## src/ddts_pkg.sv

```systemverilog
// Shared constants and types for the DAC datapath trim and sync init block
package ddts_pkg;
   // ==========================================================
   // Register map, 5-bit register index
   localparam logic [4:0] ADDR_DP_SYNC_CFG = 5'h01;
   localparam logic [4:0] ADDR_SYNC_CTRL = 5'h03;
   localparam logic [4:0] ADDR_PHASE_ADJ = 5'h0b;
   localparam logic [4:0] ADDR_CH_GAIN = 5'h0c;
   localparam logic [4:0] ADDR_CH_DC_OFF = 5'h0d;
   localparam logic [4:0] ADDR_STATUS = 5'h1e;
   // ==========================================================
   // Field positions
   localparam int BIT_ISINC_EN = 9;
   localparam int BIT_PULSE_EN = 11;
   localparam int BIT_MODE_SEL = 12;
   localparam int BIT_PN_EN = 13;
   localparam int BIT_GATE_INV = 14;
   localparam int BIT_SYNC_IN_EN = 26;
   localparam int BIT_SYNC_OUT_EN = 25;
   localparam int POS_CLK_STATE = 4;
   localparam int POS_GAIN_I = 0;
   localparam int POS_GAIN_Q = 16;
   localparam int POS_OFF_I = 0;
   localparam int POS_OFF_Q = 16;
   // ==========================================================
   // Reset values
   localparam logic [31:0] RST_DP_SYNC_CFG = 32'h0000_0000;
   localparam logic [31:0] RST_SYNC_CTRL = 32'h0000_0000;
   localparam logic [31:0] RST_PHASE_ADJ = 32'h0000_0000;
   localparam logic [31:0] RST_CH_GAIN = 32'h0080_0080;
   localparam logic [31:0] RST_CH_DC_OFF = 32'h0000_0000;
   // ==========================================================
   // Datapath constants
   localparam logic [8:0] GAIN_UNITY = 9'h080;
   localparam int GAIN_SHIFT = 7;
   localparam int ISINC_SHIFT = 9;
   localparam int PHASE_SHIFT = 11;
   localparam logic signed [9:0] ISINC_C1 = 10'sd2;
   localparam logic signed [9:0] ISINC_C2 = -10'sd4;
   localparam logic signed [9:0] ISINC_C3 = 10'sd10;
   localparam logic signed [9:0] ISINC_C4 = -10'sd35;
   localparam logic signed [9:0] ISINC_C5 = 10'sd401;
   localparam logic [4:0] CLK_STATE_LAST = 5'h1f;
   localparam logic [15:0] PN_CODE_DEFAULT = 16'ha5c3;
   // ==========================================================
   typedef struct packed {
      logic signed [15:0] i;
      logic signed [15:0] q;
   } ddts_iq_s;
endpackage

```

## src/ddts_top.sv

```systemverilog
// Inverse sinc, gain, offset, phase trim datapath with multichip sync init
// ==========================================================
// How it works
// Nine-tap symmetric FIR, taps 2,-4,10,-35,401 mirrored.
// Inverse sinc off after reset; used only while config bit 9 set.
// Each channel times its unsigned 9-bit gain over 128.
// Gain of exactly 0x80 bypasses the multiplier with one less stage.
// Software should set both gains unity or neither to match latency.
// Each channel adds its own 16-bit offset to the samples.
// Offset is signed: 0x8000 up to 0xffff are negative.
// Samples are two's complement, 0x0000 is midscale.
// Q is skewed against I by the signed 10-bit phase word.
// Initialization strobe is exactly one conversion clock wide.
// Pulse mode strobes on every sync input rising edge.
// PN mode strobes on every recognised code sequence.
// Strobe loads clock state machine with the 4-bit initial state field.
// Clock state machine steps through 32 states, reloads harmlessly.
// Each field increment advances derived clocks by one period.
// Pulse mode: transmit gate strobe resets the NCO phase accumulator.
// PN mode: decoded master phase initializes the NCO accumulator.
// Pulse mode needs bits 13,12,11 = 0,0,1 and sync input enable.
// PN mode needs bits 13,12,11 = 1,1,0; bit 25 enables sync out.
// Gate pin strobe is a low pulse unless the invert bit is set.
// Correlator is a separate module giving a one-cycle code valid.
`timescale 1ns/1ps

module ddts_pn_corr #(
   parameter logic [15:0] PN_CODE = ddts_pkg::PN_CODE_DEFAULT
) (
   input wire logic core_clk_in,
   input wire logic rst_in,
   input wire logic ce_in,
   input wire logic enable_in,
   input wire logic sync_pin_in,
   output logic code_valid_out
);
   logic [15:0] shift_reg;
   logic code_valid_reg;
   wire logic [15:0] shift_next = {shift_reg[14:0], sync_pin_in};
   wire logic hit = enable_in && (shift_next == PN_CODE);
   always_ff @(posedge core_clk_in) begin
      if (rst_in) begin
         shift_reg <= 16'h0000;
         code_valid_reg <= 1'b0;
      end else if (ce_in) begin
         shift_reg <= shift_next;
         code_valid_reg <= hit;
      end
   end
   assign code_valid_out = code_valid_reg;
endmodule

module ddts_top (
   input wire logic core_clk_in,
   input wire logic rst_in,
   input wire logic ce_in,
   input wire logic reg_wr_in,
   input wire logic [4:0] reg_addr_in,
   input wire logic [31:0] reg_wdata_in,
   output logic [31:0] reg_rdata_out,
   input wire ddts_pkg::ddts_iq_s s_data_in,
   input wire logic s_valid_in,
   output logic s_ready_out,
   output ddts_pkg::ddts_iq_s m_data_out,
   output logic m_valid_out,
   input wire logic m_ready_in,
   input wire logic sync_pin_in,
   input wire logic transmit_gate_pin_in,
   output logic init_strobe_out,
   output logic [4:0] clk_state_out,
   output logic nco_init_out,
   output logic sync_out_en_out
);
   // ==========================================================
   // Helpers
   function automatic logic signed [15:0] sat16(input logic signed [31:0] v);
      if (v > 32'sd32767) begin
         return 16'sh7fff;
      end else if (v < -32'sd32768) begin
         return 16'sh8000;
      end
      return v[15:0];
   endfunction

   function automatic logic signed [15:0] isinc(input logic [143:0] t);
      logic signed [31:0] acc;
      acc = ddts_pkg::ISINC_C1 * ($signed(t[0+:16]) + $signed(t[128+:16]))
         + ddts_pkg::ISINC_C2 * ($signed(t[16+:16]) + $signed(t[112+:16]))
         + ddts_pkg::ISINC_C3 * ($signed(t[32+:16]) + $signed(t[96+:16]))
         + ddts_pkg::ISINC_C4 * ($signed(t[48+:16]) + $signed(t[80+:16]))
         + ddts_pkg::ISINC_C5 * $signed(t[64+:16]);
      return sat16(acc >>> ddts_pkg::ISINC_SHIFT);
   endfunction

   function automatic logic signed [15:0] gain_ref(input logic signed [15:0] d, input logic [8:0] g);
      return sat16((32'(d) * $signed({23'h000000, g})) >>> ddts_pkg::GAIN_SHIFT);
   endfunction

   // ==========================================================
   // Registers
   logic [31:0] cfg_reg, sync_reg, phase_reg, gain_reg, off_reg;
   logic [31:0] rdata_reg;
   wire logic wr_cfg = reg_wr_in && reg_addr_in == ddts_pkg::ADDR_DP_SYNC_CFG;
   wire logic wr_sync = reg_wr_in && reg_addr_in == ddts_pkg::ADDR_SYNC_CTRL;
   wire logic wr_phase = reg_wr_in && reg_addr_in == ddts_pkg::ADDR_PHASE_ADJ;
   wire logic wr_gain = reg_wr_in && reg_addr_in == ddts_pkg::ADDR_CH_GAIN;
   wire logic wr_off = reg_wr_in && reg_addr_in == ddts_pkg::ADDR_CH_DC_OFF;
   logic [4:0] clk_state_reg;
   logic init_strobe_reg;
   wire logic [31:0] status_w = {27'h0000000, clk_state_reg};
   wire logic [31:0] rdata_next =
      reg_addr_in == ddts_pkg::ADDR_DP_SYNC_CFG ? cfg_reg :
      reg_addr_in == ddts_pkg::ADDR_SYNC_CTRL ? sync_reg :
      reg_addr_in == ddts_pkg::ADDR_PHASE_ADJ ? phase_reg :
      reg_addr_in == ddts_pkg::ADDR_CH_GAIN ? gain_reg :
      reg_addr_in == ddts_pkg::ADDR_CH_DC_OFF ? off_reg :
      reg_addr_in == ddts_pkg::ADDR_STATUS ? status_w : 32'h0000_0000;

   always_ff @(posedge core_clk_in) begin
      if (rst_in) begin
         cfg_reg <= ddts_pkg::RST_DP_SYNC_CFG;
         sync_reg <= ddts_pkg::RST_SYNC_CTRL;
         phase_reg <= ddts_pkg::RST_PHASE_ADJ;
         gain_reg <= ddts_pkg::RST_CH_GAIN;
         off_reg <= ddts_pkg::RST_CH_DC_OFF;
         rdata_reg <= 32'h0000_0000;
      end else if (ce_in) begin
         if (wr_cfg) cfg_reg <= reg_wdata_in;
         if (wr_sync) sync_reg <= reg_wdata_in;
         if (wr_phase) phase_reg <= reg_wdata_in;
         if (wr_gain) gain_reg <= reg_wdata_in;
         if (wr_off) off_reg <= reg_wdata_in;
         rdata_reg <= rdata_next;
      end
   end

   wire logic isinc_en = cfg_reg[ddts_pkg::BIT_ISINC_EN];
   wire logic [8:0] gain_i = gain_reg[ddts_pkg::POS_GAIN_I+:9];
   wire logic [8:0] gain_q = gain_reg[ddts_pkg::POS_GAIN_Q+:9];
   wire logic signed [15:0] off_i = off_reg[ddts_pkg::POS_OFF_I+:16];
   wire logic signed [15:0] off_q = off_reg[ddts_pkg::POS_OFF_Q+:16];
   wire logic signed [9:0] phase_w = phase_reg[9:0];
   wire logic [3:0] clk_field = sync_reg[ddts_pkg::POS_CLK_STATE+:4];

   // ==========================================================
   // Two-entry input buffer; a full buffer drops s_ready, but s_ready ignores ce_in, so a word handed over while ce_in is low is lost
   ddts_pkg::ddts_iq_s buf_mem [2];
   logic wr_ptr_reg, rd_ptr_reg, s_ready_reg;
   logic [1:0] count_reg;
   logic m_valid_reg;
   wire logic pe = ce_in && (!m_valid_reg || m_ready_in);
   wire logic push = s_valid_in && s_ready_reg;
   wire logic pop = pe && count_reg != 2'd0;
   wire logic [1:0] count_next = count_reg + {1'b0, push} - {1'b0, pop};
   wire ddts_pkg::ddts_iq_s head = buf_mem[rd_ptr_reg];

   always_ff @(posedge core_clk_in) begin
      if (rst_in) begin
         wr_ptr_reg <= 1'b0;
         rd_ptr_reg <= 1'b0;
         count_reg <= 2'd0;
         s_ready_reg <= 1'b0;
      end else if (ce_in) begin
         if (push) begin
            buf_mem[wr_ptr_reg] <= s_data_in;
            wr_ptr_reg <= !wr_ptr_reg;
         end
         if (pop) rd_ptr_reg <= !rd_ptr_reg;
         count_reg <= count_next;
         s_ready_reg <= count_next != 2'd2;
      end
   end

   // ==========================================================
   // Pipeline: inverse sinc, gain, phase and offset
   logic [143:0] taps_i_reg, taps_q_reg;
   logic v1_reg, v2_reg, v3_reg;
   ddts_pkg::ddts_iq_s d1_reg, g3_reg, out_reg;
   logic signed [25:0] p2_i_reg, p2_q_reg;
   wire logic [143:0] taps_i_next = {taps_i_reg[127:0], head.i};
   wire logic [143:0] taps_q_next = {taps_q_reg[127:0], head.q};
   wire logic signed [15:0] s1_i = isinc_en ? isinc(taps_i_next) : head.i;
   wire logic signed [15:0] s1_q = isinc_en ? isinc(taps_q_next) : head.q;
   wire logic byp_i = gain_i == ddts_pkg::GAIN_UNITY;
   wire logic byp_q = gain_q == ddts_pkg::GAIN_UNITY;
   wire logic signed [15:0] m_i = sat16(32'(p2_i_reg >>> ddts_pkg::GAIN_SHIFT));
   wire logic signed [15:0] m_q = sat16(32'(p2_q_reg >>> ddts_pkg::GAIN_SHIFT));
   wire logic signed [25:0] skew = g3_reg.i * phase_w;
   wire logic signed [15:0] o_i = sat16(32'(g3_reg.i) + 32'(off_i));
   wire logic signed [15:0] o_q = sat16(32'(g3_reg.q) + 32'(off_q)
      + 32'(skew >>> ddts_pkg::PHASE_SHIFT));

   always_ff @(posedge core_clk_in) begin
      if (rst_in) begin
         taps_i_reg <= '0;
         taps_q_reg <= '0;
         v1_reg <= 1'b0;
         v2_reg <= 1'b0;
         v3_reg <= 1'b0;
         m_valid_reg <= 1'b0;
         d1_reg <= '0;
         p2_i_reg <= '0;
         p2_q_reg <= '0;
         g3_reg <= '0;
         out_reg <= '0;
      end else if (pe) begin
         if (pop) begin
            taps_i_reg <= taps_i_next;
            taps_q_reg <= taps_q_next;
         end
         v1_reg <= pop;
         d1_reg <= '{i: s1_i, q: s1_q};
         v2_reg <= v1_reg;
         p2_i_reg <= d1_reg.i * $signed({1'b0, gain_i});
         p2_q_reg <= d1_reg.q * $signed({1'b0, gain_q});
         v3_reg <= v2_reg;
         // Bypass taps the sample one stage earlier, hence its shorter delay
         g3_reg.i <= byp_i ? d1_reg.i : m_i;
         g3_reg.q <= byp_q ? d1_reg.q : m_q;
         m_valid_reg <= v3_reg;
         out_reg <= '{i: o_i, q: o_q};
      end
   end

   // ==========================================================
   // Sync receive and clock generation state
   logic sync_prev_reg, gate_prev_reg, nco_init_reg, sync_oe_reg;
   logic code_valid;
   wire logic sync_en = sync_reg[ddts_pkg::BIT_SYNC_IN_EN];
   wire logic [2:0] mode_bits = {cfg_reg[ddts_pkg::BIT_PN_EN], cfg_reg[ddts_pkg::BIT_MODE_SEL],
      cfg_reg[ddts_pkg::BIT_PULSE_EN]};
   wire logic pulse_mode = sync_en && mode_bits == 3'b001;
   wire logic pn_mode = sync_en && mode_bits == 3'b110;
   wire logic sync_rise = sync_pin_in && !sync_prev_reg;
   wire logic gate_lvl = transmit_gate_pin_in ^ cfg_reg[ddts_pkg::BIT_GATE_INV];
   wire logic gate_fall = gate_prev_reg && !gate_lvl;
   wire logic strobe_next = (pulse_mode && sync_rise) || (pn_mode && code_valid);
   wire logic [4:0] clk_state_next = init_strobe_reg ? {1'b0, clk_field}
      : clk_state_reg + 5'd1;

   ddts_pn_corr u_corr (
      .core_clk_in(core_clk_in),
      .rst_in(rst_in),
      .ce_in(ce_in),
      .enable_in(pn_mode),
      .sync_pin_in(sync_pin_in),
      .code_valid_out(code_valid)
   );

   always_ff @(posedge core_clk_in) begin
      if (rst_in) begin
         sync_prev_reg <= 1'b0;
         gate_prev_reg <= 1'b0;
         init_strobe_reg <= 1'b0;
         clk_state_reg <= 5'd0;
         nco_init_reg <= 1'b0;
         sync_oe_reg <= 1'b0;
      end else if (ce_in) begin
         sync_prev_reg <= sync_pin_in;
         gate_prev_reg <= gate_lvl;
         init_strobe_reg <= strobe_next && !init_strobe_reg;
         clk_state_reg <= clk_state_next;
         nco_init_reg <= (pulse_mode && gate_fall) || (pn_mode && code_valid);
         sync_oe_reg <= sync_reg[ddts_pkg::BIT_SYNC_OUT_EN];
      end
   end

   assign reg_rdata_out = rdata_reg;
   assign s_ready_out = s_ready_reg;
   assign m_data_out = out_reg;
   assign m_valid_out = m_valid_reg;
   assign init_strobe_out = init_strobe_reg;
   assign clk_state_out = clk_state_reg;
   assign nco_init_out = nco_init_reg;
   assign sync_out_en_out = sync_oe_reg;
endmodule

```

## config.mk

```make
export PLATFORM = sky130hd
export DESIGN_NAME = ddts_top
export DESIGN_NICKNAME = d
export VERILOG_FILES = /design/src/ddts_pkg.sv /design/src/ddts_top.sv
export SDC_FILE = /design/constraint.sdc
export NUM_CORES = 2
export LEC_CHECK = 0
export BUFFER_PORTS_ARGS = -buffer_cell sky130_fd_sc_hd__buf_2
export CAP_MARGIN = 20
export CORE_MARGIN = 2
export CORE_UTILIZATION = 40
export CTS_BUF_LIST = sky130_fd_sc_hd__clkbuf_2
export CTS_CLUSTER_SIZE = 8
export DETAILED_ROUTE_END_ITERATION = 10
export SLEW_MARGIN = 20
export SYNTH_ARGS = -nofsm -noshare
export SYNTH_HDL_FRONTEND = slang
export SYNTH_HIERARCHICAL = 1
export SYNTH_SLANG_ARGS = --single-unit
```

## constraint.sdc

```tcl
create_clock -name core_clk_in -period 12 [get_ports core_clk_in]
set_input_delay 2.4 -clock core_clk_in [delete_from_list [all_inputs] [get_ports core_clk_in]]
set_output_delay 2.4 -clock core_clk_in [all_outputs]
set_load 0.1 [all_outputs]
```

* After elaboration in Yosys (flattened, before gate mapping)
Memories as Yosys holds them, arrays and structs flattened. A register that Yosys moved wholly into a read port is not among the register bits.
Index checks and enable logic that the tools add are counted.
** Cells by class
- Mux-type cells :: 47
- Equal/unequal tests :: 12
- Reduce and logical (&&, ||, !) cells :: 35
- Magnitude comparators :: 12
- Add/sub/neg operators :: 24
- Multiply operators :: 9
- Bitwise logic cells :: 1
** Operators with widths (number)
- two-way mux 16 bit :: 22
- adder 16 x 16 -> 17 bit :: 10
- two-way mux 32 bit :: 5
- multiplier 16 x 10 -> 26 bit :: 3
- adder 18 x 32 -> 32 bit :: 2
- adder 32 x 22 -> 32 bit :: 2
- adder 32 x 24 -> 32 bit :: 2
- adder 32 x 26 -> 32 bit :: 2
- negator 17 -> 30 bit :: 2
- multiplier 10 x 16 -> 26 bit, first input constant :: 2
- multiplier 7 x 17 -> 24 bit, first input constant :: 2
- greater-than comparator 23 x 16 -> 1 bit, second input constant :: 2
- less-than comparator 23 x 16 -> 1 bit, second input constant :: 2
- multiplier 4 x 17 -> 21 bit, first input constant :: 2
- greater-than comparator 19 x 16 -> 1 bit, second input constant :: 2
- less-than comparator 19 x 16 -> 1 bit, second input constant :: 2
- adder 17 x 15 -> 18 bit :: 1
- == test 9 x 8 -> 1 bit, second input constant :: 2
- greater-than comparator 18 x 16 -> 1 bit, second input constant :: 1
- less-than comparator 18 x 16 -> 1 bit, second input constant :: 1
- two-way mux 1 bit :: 18
- greater-than comparator 17 x 16 -> 1 bit, second input constant :: 1
- logical AND 1 bit :: 17
- less-than comparator 17 x 16 -> 1 bit, second input constant :: 1
- 17 further kinds :: 34
** Word-level totals
- Output and inout bits :: 74
- RAM bits :: 64
- Register bits :: 631
- Input port bits :: 77
- Memories :: 1
** Memories
- buf_mem :: depth 2, bits a word 32, rd ports 1, clocked after Yosys merged registers in 1, wr ports 1, RTL line ddts_top.sv:147 : ddts_pkg::ddts_iq_s buf_mem [2];

* Depth between registers and ports, before layout
- Word-level depth :: 11
- Mapped depth :: 44
- Depth with buffers taken out :: 43

* Hierarchy
Netlist, hierarchy kept.
** By module, submodules not included
- ddts_top :: area each 67890.1 um^2, instances 1, seq. area each 13973.4 um^2, cells an instance 7872
- ddts_pn_corr :: area each 611.8 um^2, instances 1, seq. area each 320.3 um^2, cells an instance 60

* Worst setup path before layout
OpenSTA, ideal clock, no wires.
- Path type :: reg-to-reg
- From :: register (tool-made name)
- To :: register d1_reg[21] (netlist name)
- Setup time :: 0.079 ns
- Required time :: 11.921 ns
- Stages on the path, launching flop included :: 39
- Slack :: 1.918 ns
- Arrival time :: 10.003 ns
- Path through :: dfxtp_1 -> clkbuf_1 -> buf_1 -> mux2_2 -> ha_1 -> fa_1 -> a21o_1 -> a21oi_1 -> o21bai_1 -> a21oi_1 -> o21bai_1 -> a21oi_1 -> nor2b_1 -> o21a_1 -> o41ai_1 -> o21ai_0 -> o22a_1 -> fa_1 -> (+3 left out) -> fa_1 -> inv_1 -> fa_1 -> inv_1 -> fa_1 -> inv_1 -> ha_1 -> o21ai_0 -> nand2b_1 -> and2_1 -> and4_1 -> a21o_1 -> a221o_2 -> xnor2_1 -> nor4_1 -> clkbuf_1 -> o21ai_0 -> o211ai_1
** RTL lines
- end signal: assignment :: RTL line ddts_top.sv:212 : d1_reg <= '{i: s1_i, q: s1_q};
- end: declaration :: RTL line ddts_top.sv:178 : ddts_pkg::ddts_iq_s d1_reg, g3_reg, out_reg;

==> run_results.csv <==
group,metric,value,unit
outcome,outcome,"completed",
logic_synthesis,syn_nets,9624,
timing,hold_viol,0,
worst_setup_path,cpMostUsedCell,"fa_1",
worst_setup_path,r2r-end,"d1_reg[19]",
worst_setup_path,path_buf_inv,5,
die,io_pins,151,
cells_and_area,finalNetCount,9679,
placement,dpl.hpwl,141,mm
logic_synthesis,synth-edff-count,64,
clocking,post_cts_buffers,0,
worst_setup_path,max_stage_delay,580,ps
worst_setup_path,r2r_slack,1030,ps
global_route,track_usage,0.212,
timing,rsz0062_at_grt,"no",
routing,wl_per_cell,17.6,um
clocking,cts_buffer_depth,3,
clocking,clock_sinks,682,
worst_setup_path,cp-start-kind,"flop",
cells_and_area,final_layout_size_suffix_gt1_frac,0.0749,
timing,setup_violations,0,
routing,dr.pass1.iters,7,
timing,tightest_slew,1210,ps
worst_setup_path,crit_arrival,12490,ps
die,initial_core_util,0.404,
clocking,htree_levels,4,
hold_path,worstHoldEndpoint,"taps_q_reg[125]",
timing,maxSlewViolCount,0,
global_route,grt_pass1_vias,54000,
clocking,clk_pin_slew,100,ps
power_and_ir_drop,total_power,15.3,mW
die,num_rows,151,
clocking,ctsHoldBuffers,0,
global_route,grt_pass1_wl,294,mm
logic_synthesis,synth_warnings,6,
clocking,numCtsBuffers,187,
cells_and_area,area_growth,6.76,%
hold_path,hold_path.class,"flop to flop",
timing,finalCritPeriodShare,0.914,
routing,num_vias,52800,
clocking,cts_resized,0,
hold_path,hold_depth,2,
logic_synthesis,synth.area.top_cells,"fa_1 23%, dfxtp_1 18%, ha_1 15%",
logic_synthesis,synth_area,68500,um^2
power_and_ir_drop,power_density,209,nW/um^2
worst_setup_path,critical_path_class,"flop to flop",
logic_synthesis,synth_cell_types,84,
logic_synthesis,synth_ff_type,"dfxtp_1",
timing,finalSetupTns,0,ps
worst_setup_path,path_max_fanout,15,
cells_and_area,final_common_cell,"inv_1",
logic_synthesis,ys_ff_latch,682,
placement,pre_cts_slack,864,ps
worst_setup_path,required,13520,ps
die,die_width,418,um
logic_synthesis,synth_top_area_frac,0.235,
logic_synthesis,yosys.area.top_type,"fa_1",
logic_synthesis,synth-async-reset-ratio,0,
global_route,antenna_found_initial,14,
global_route,grt_max_degree,147,
power_and_ir_drop,leakagePower,34.3,nW
routing,drtIter0Drc,3215,
worst_setup_path,endpoint_kind,"flop",
clocking,clk_latency,1750,ps
timing,skew,122,ps
global_route,grt-ovfl-total,0,
logic_synthesis,synth_area_per_cell,8.64,um^2
cells_and_area,fin_util,0.431,
routing,postRouteAntennaNets,0,
worst_setup_path,slowest_stage,"o41ai_1",
routing,drt-total-wl,182,mm
cells_and_area,fillCellCount,16900,
die,die_area,175000,um^2
clocking,cts_tree,"done",
logic_synthesis,yosysSeqAreaShare,0.209,
placement,placement.io_buffers,150,
routing,via_per_inst,5.09,
hold_path,hold_start,"taps_q_reg[109]",
cells_and_area,final_cell_mix,"1396 x inv_1, 1126 x nand2_1, 811 x ha_1",
logic_synthesis,syn_inst,7932,
routing,drcViolationCount,0,
clocking,cts_root_buf,"clkbuf_2",
worst_setup_path,ff2ff_path_depth,37,
job,cap_violations,0,
worst_setup_path,path_delay_family,"compound AO/OA/AOI/OAI gates",
placement,finalWeightedCongestion,0.884,
die,die_y,418,um
timing,finalWorstSetupSlack,1030,ps
die,core-area,170000,um^2
timing,relSlewSlack,0.192,
timing,layout_min_cycle_time,10970,ps
timing,max_freq,91.2,MHz
power_and_ir_drop,ir_drop,0.000641,V
-- worst max path at each step --
stage,from,end,slack (ps),cells past startpoint
detailed placement,flop,d1_reg[21],860,37
global route,flop,d1_reg[26],250,37
CTS,flop,d1_reg[21],810,37
floorplan,flop,d1_reg[21],1920,38
finish,flop,d1_reg[19],1030,37
global placement,flop,d1_reg[16],970,37
-- through the flow --
step,cell area (um^2),hold WS (ps),std cells
6_report,73100,374,10400
5_1_grt,73100,382,10400
4_1_cts,73000,354,10300
3_5_place_dp,71300,443,10000
3_3_place_gp,71300,435,10000
2_1_floorplan,68500,421,7932
-- report_power, final --
group / switching [mW] / internal, mW
sequential: 0.236 / 2.41
clock: 1.09 / 0.720
combinational: 6.38 / 4.46
-- worst reg2reg max path: cells and delay by family (launching register included) --
kind                       cells  cell delay, ps
and+or+nand+nor                2             160
DFF                            1             570
muxes                          1             400
buffers and inverters          5             520
AOI/OAI and AO/OA             19            5230
adders and majority gates     10            3980
-- Yosys cell counts (13+ instances only) --
cell type / number
inv_1: 1396
nand2_1: 1126
ha_1: 811
fa_1: 804
a21oi_1: 680
dfxtp_1: 618
nor2_1: 405
clkbuf_1: 294
and2_1: 263
xnor2_1: 227
o21ai_0: 163
nor3_1: 105
a21o_1: 84
mux2i_1: 83
edfxtp_1: 64
xor2_1: 58
a211oi_1: 57
nand2b_1: 56
o211ai_1: 56
nand3_1: 46
o21a_1: 40
buf_1: 37
or3_1: 37
mux2_2: 35
nor2b_1: 35
o21bai_1: 33
a31oi_1: 25
and3_1: 21
o22ai_1: 18
or2_2: 16
o221a_2: 15
maj3_1: 14
a21boi_0: 13
-- cells by family (layout without fill, tap and decap cells) --
| logic type | count (synthesis) | count (layout) | synth area share |
|---|---|---|---|
| and+or+nand+nor | 2170 | 2170 | 0.141 |
| DFF | 682 | 682 | 0.209 |
| other | 0 | 14 | 0 |
| buffers and inverters | 1734 | 1933 | 0.0953 |
| AOI/OAI and AO/OA | 1313 | 1313 | 0.115 |
| muxes | 118 | 118 | 0.0179 |
| adders and majority gates | 1629 | 1629 | 0.385 |
| xor gates and xnor gates | 286 | 286 | 0.0368 |
-- routing by layer --
metal	GRT usage	share of wire	routed length (um)	up-vias
li1	-	-	-	25500
met1	0.279	0.45	81800	25900
met2	0.364	0.48	88100	1103
met3	0.0285	0.043	7810	254
met4	0.0581	0.026	4800	4
met5	0	0.00012	21	-
-- cell type report --
cell class | count | area, um^2 | area share
Antenna cell | 14 | 35.0 | 0.000479
Clock buffer | 279 | 1400 | 0.0191
Clock inverter | 54 | 367 | 0.00501
Inverter | 1397 | 5250 | 0.0718
Multi-Input combinational cell | 5516 | 47800 | 0.653
Sequential cell | 682 | 14300 | 0.195
Tap cell | 2218 | 2780 | 0.0379
Timing Repair Buffer | 203 | 1230 | 0.0168
No activity file was read; power rests on OpenSTA's default activity.
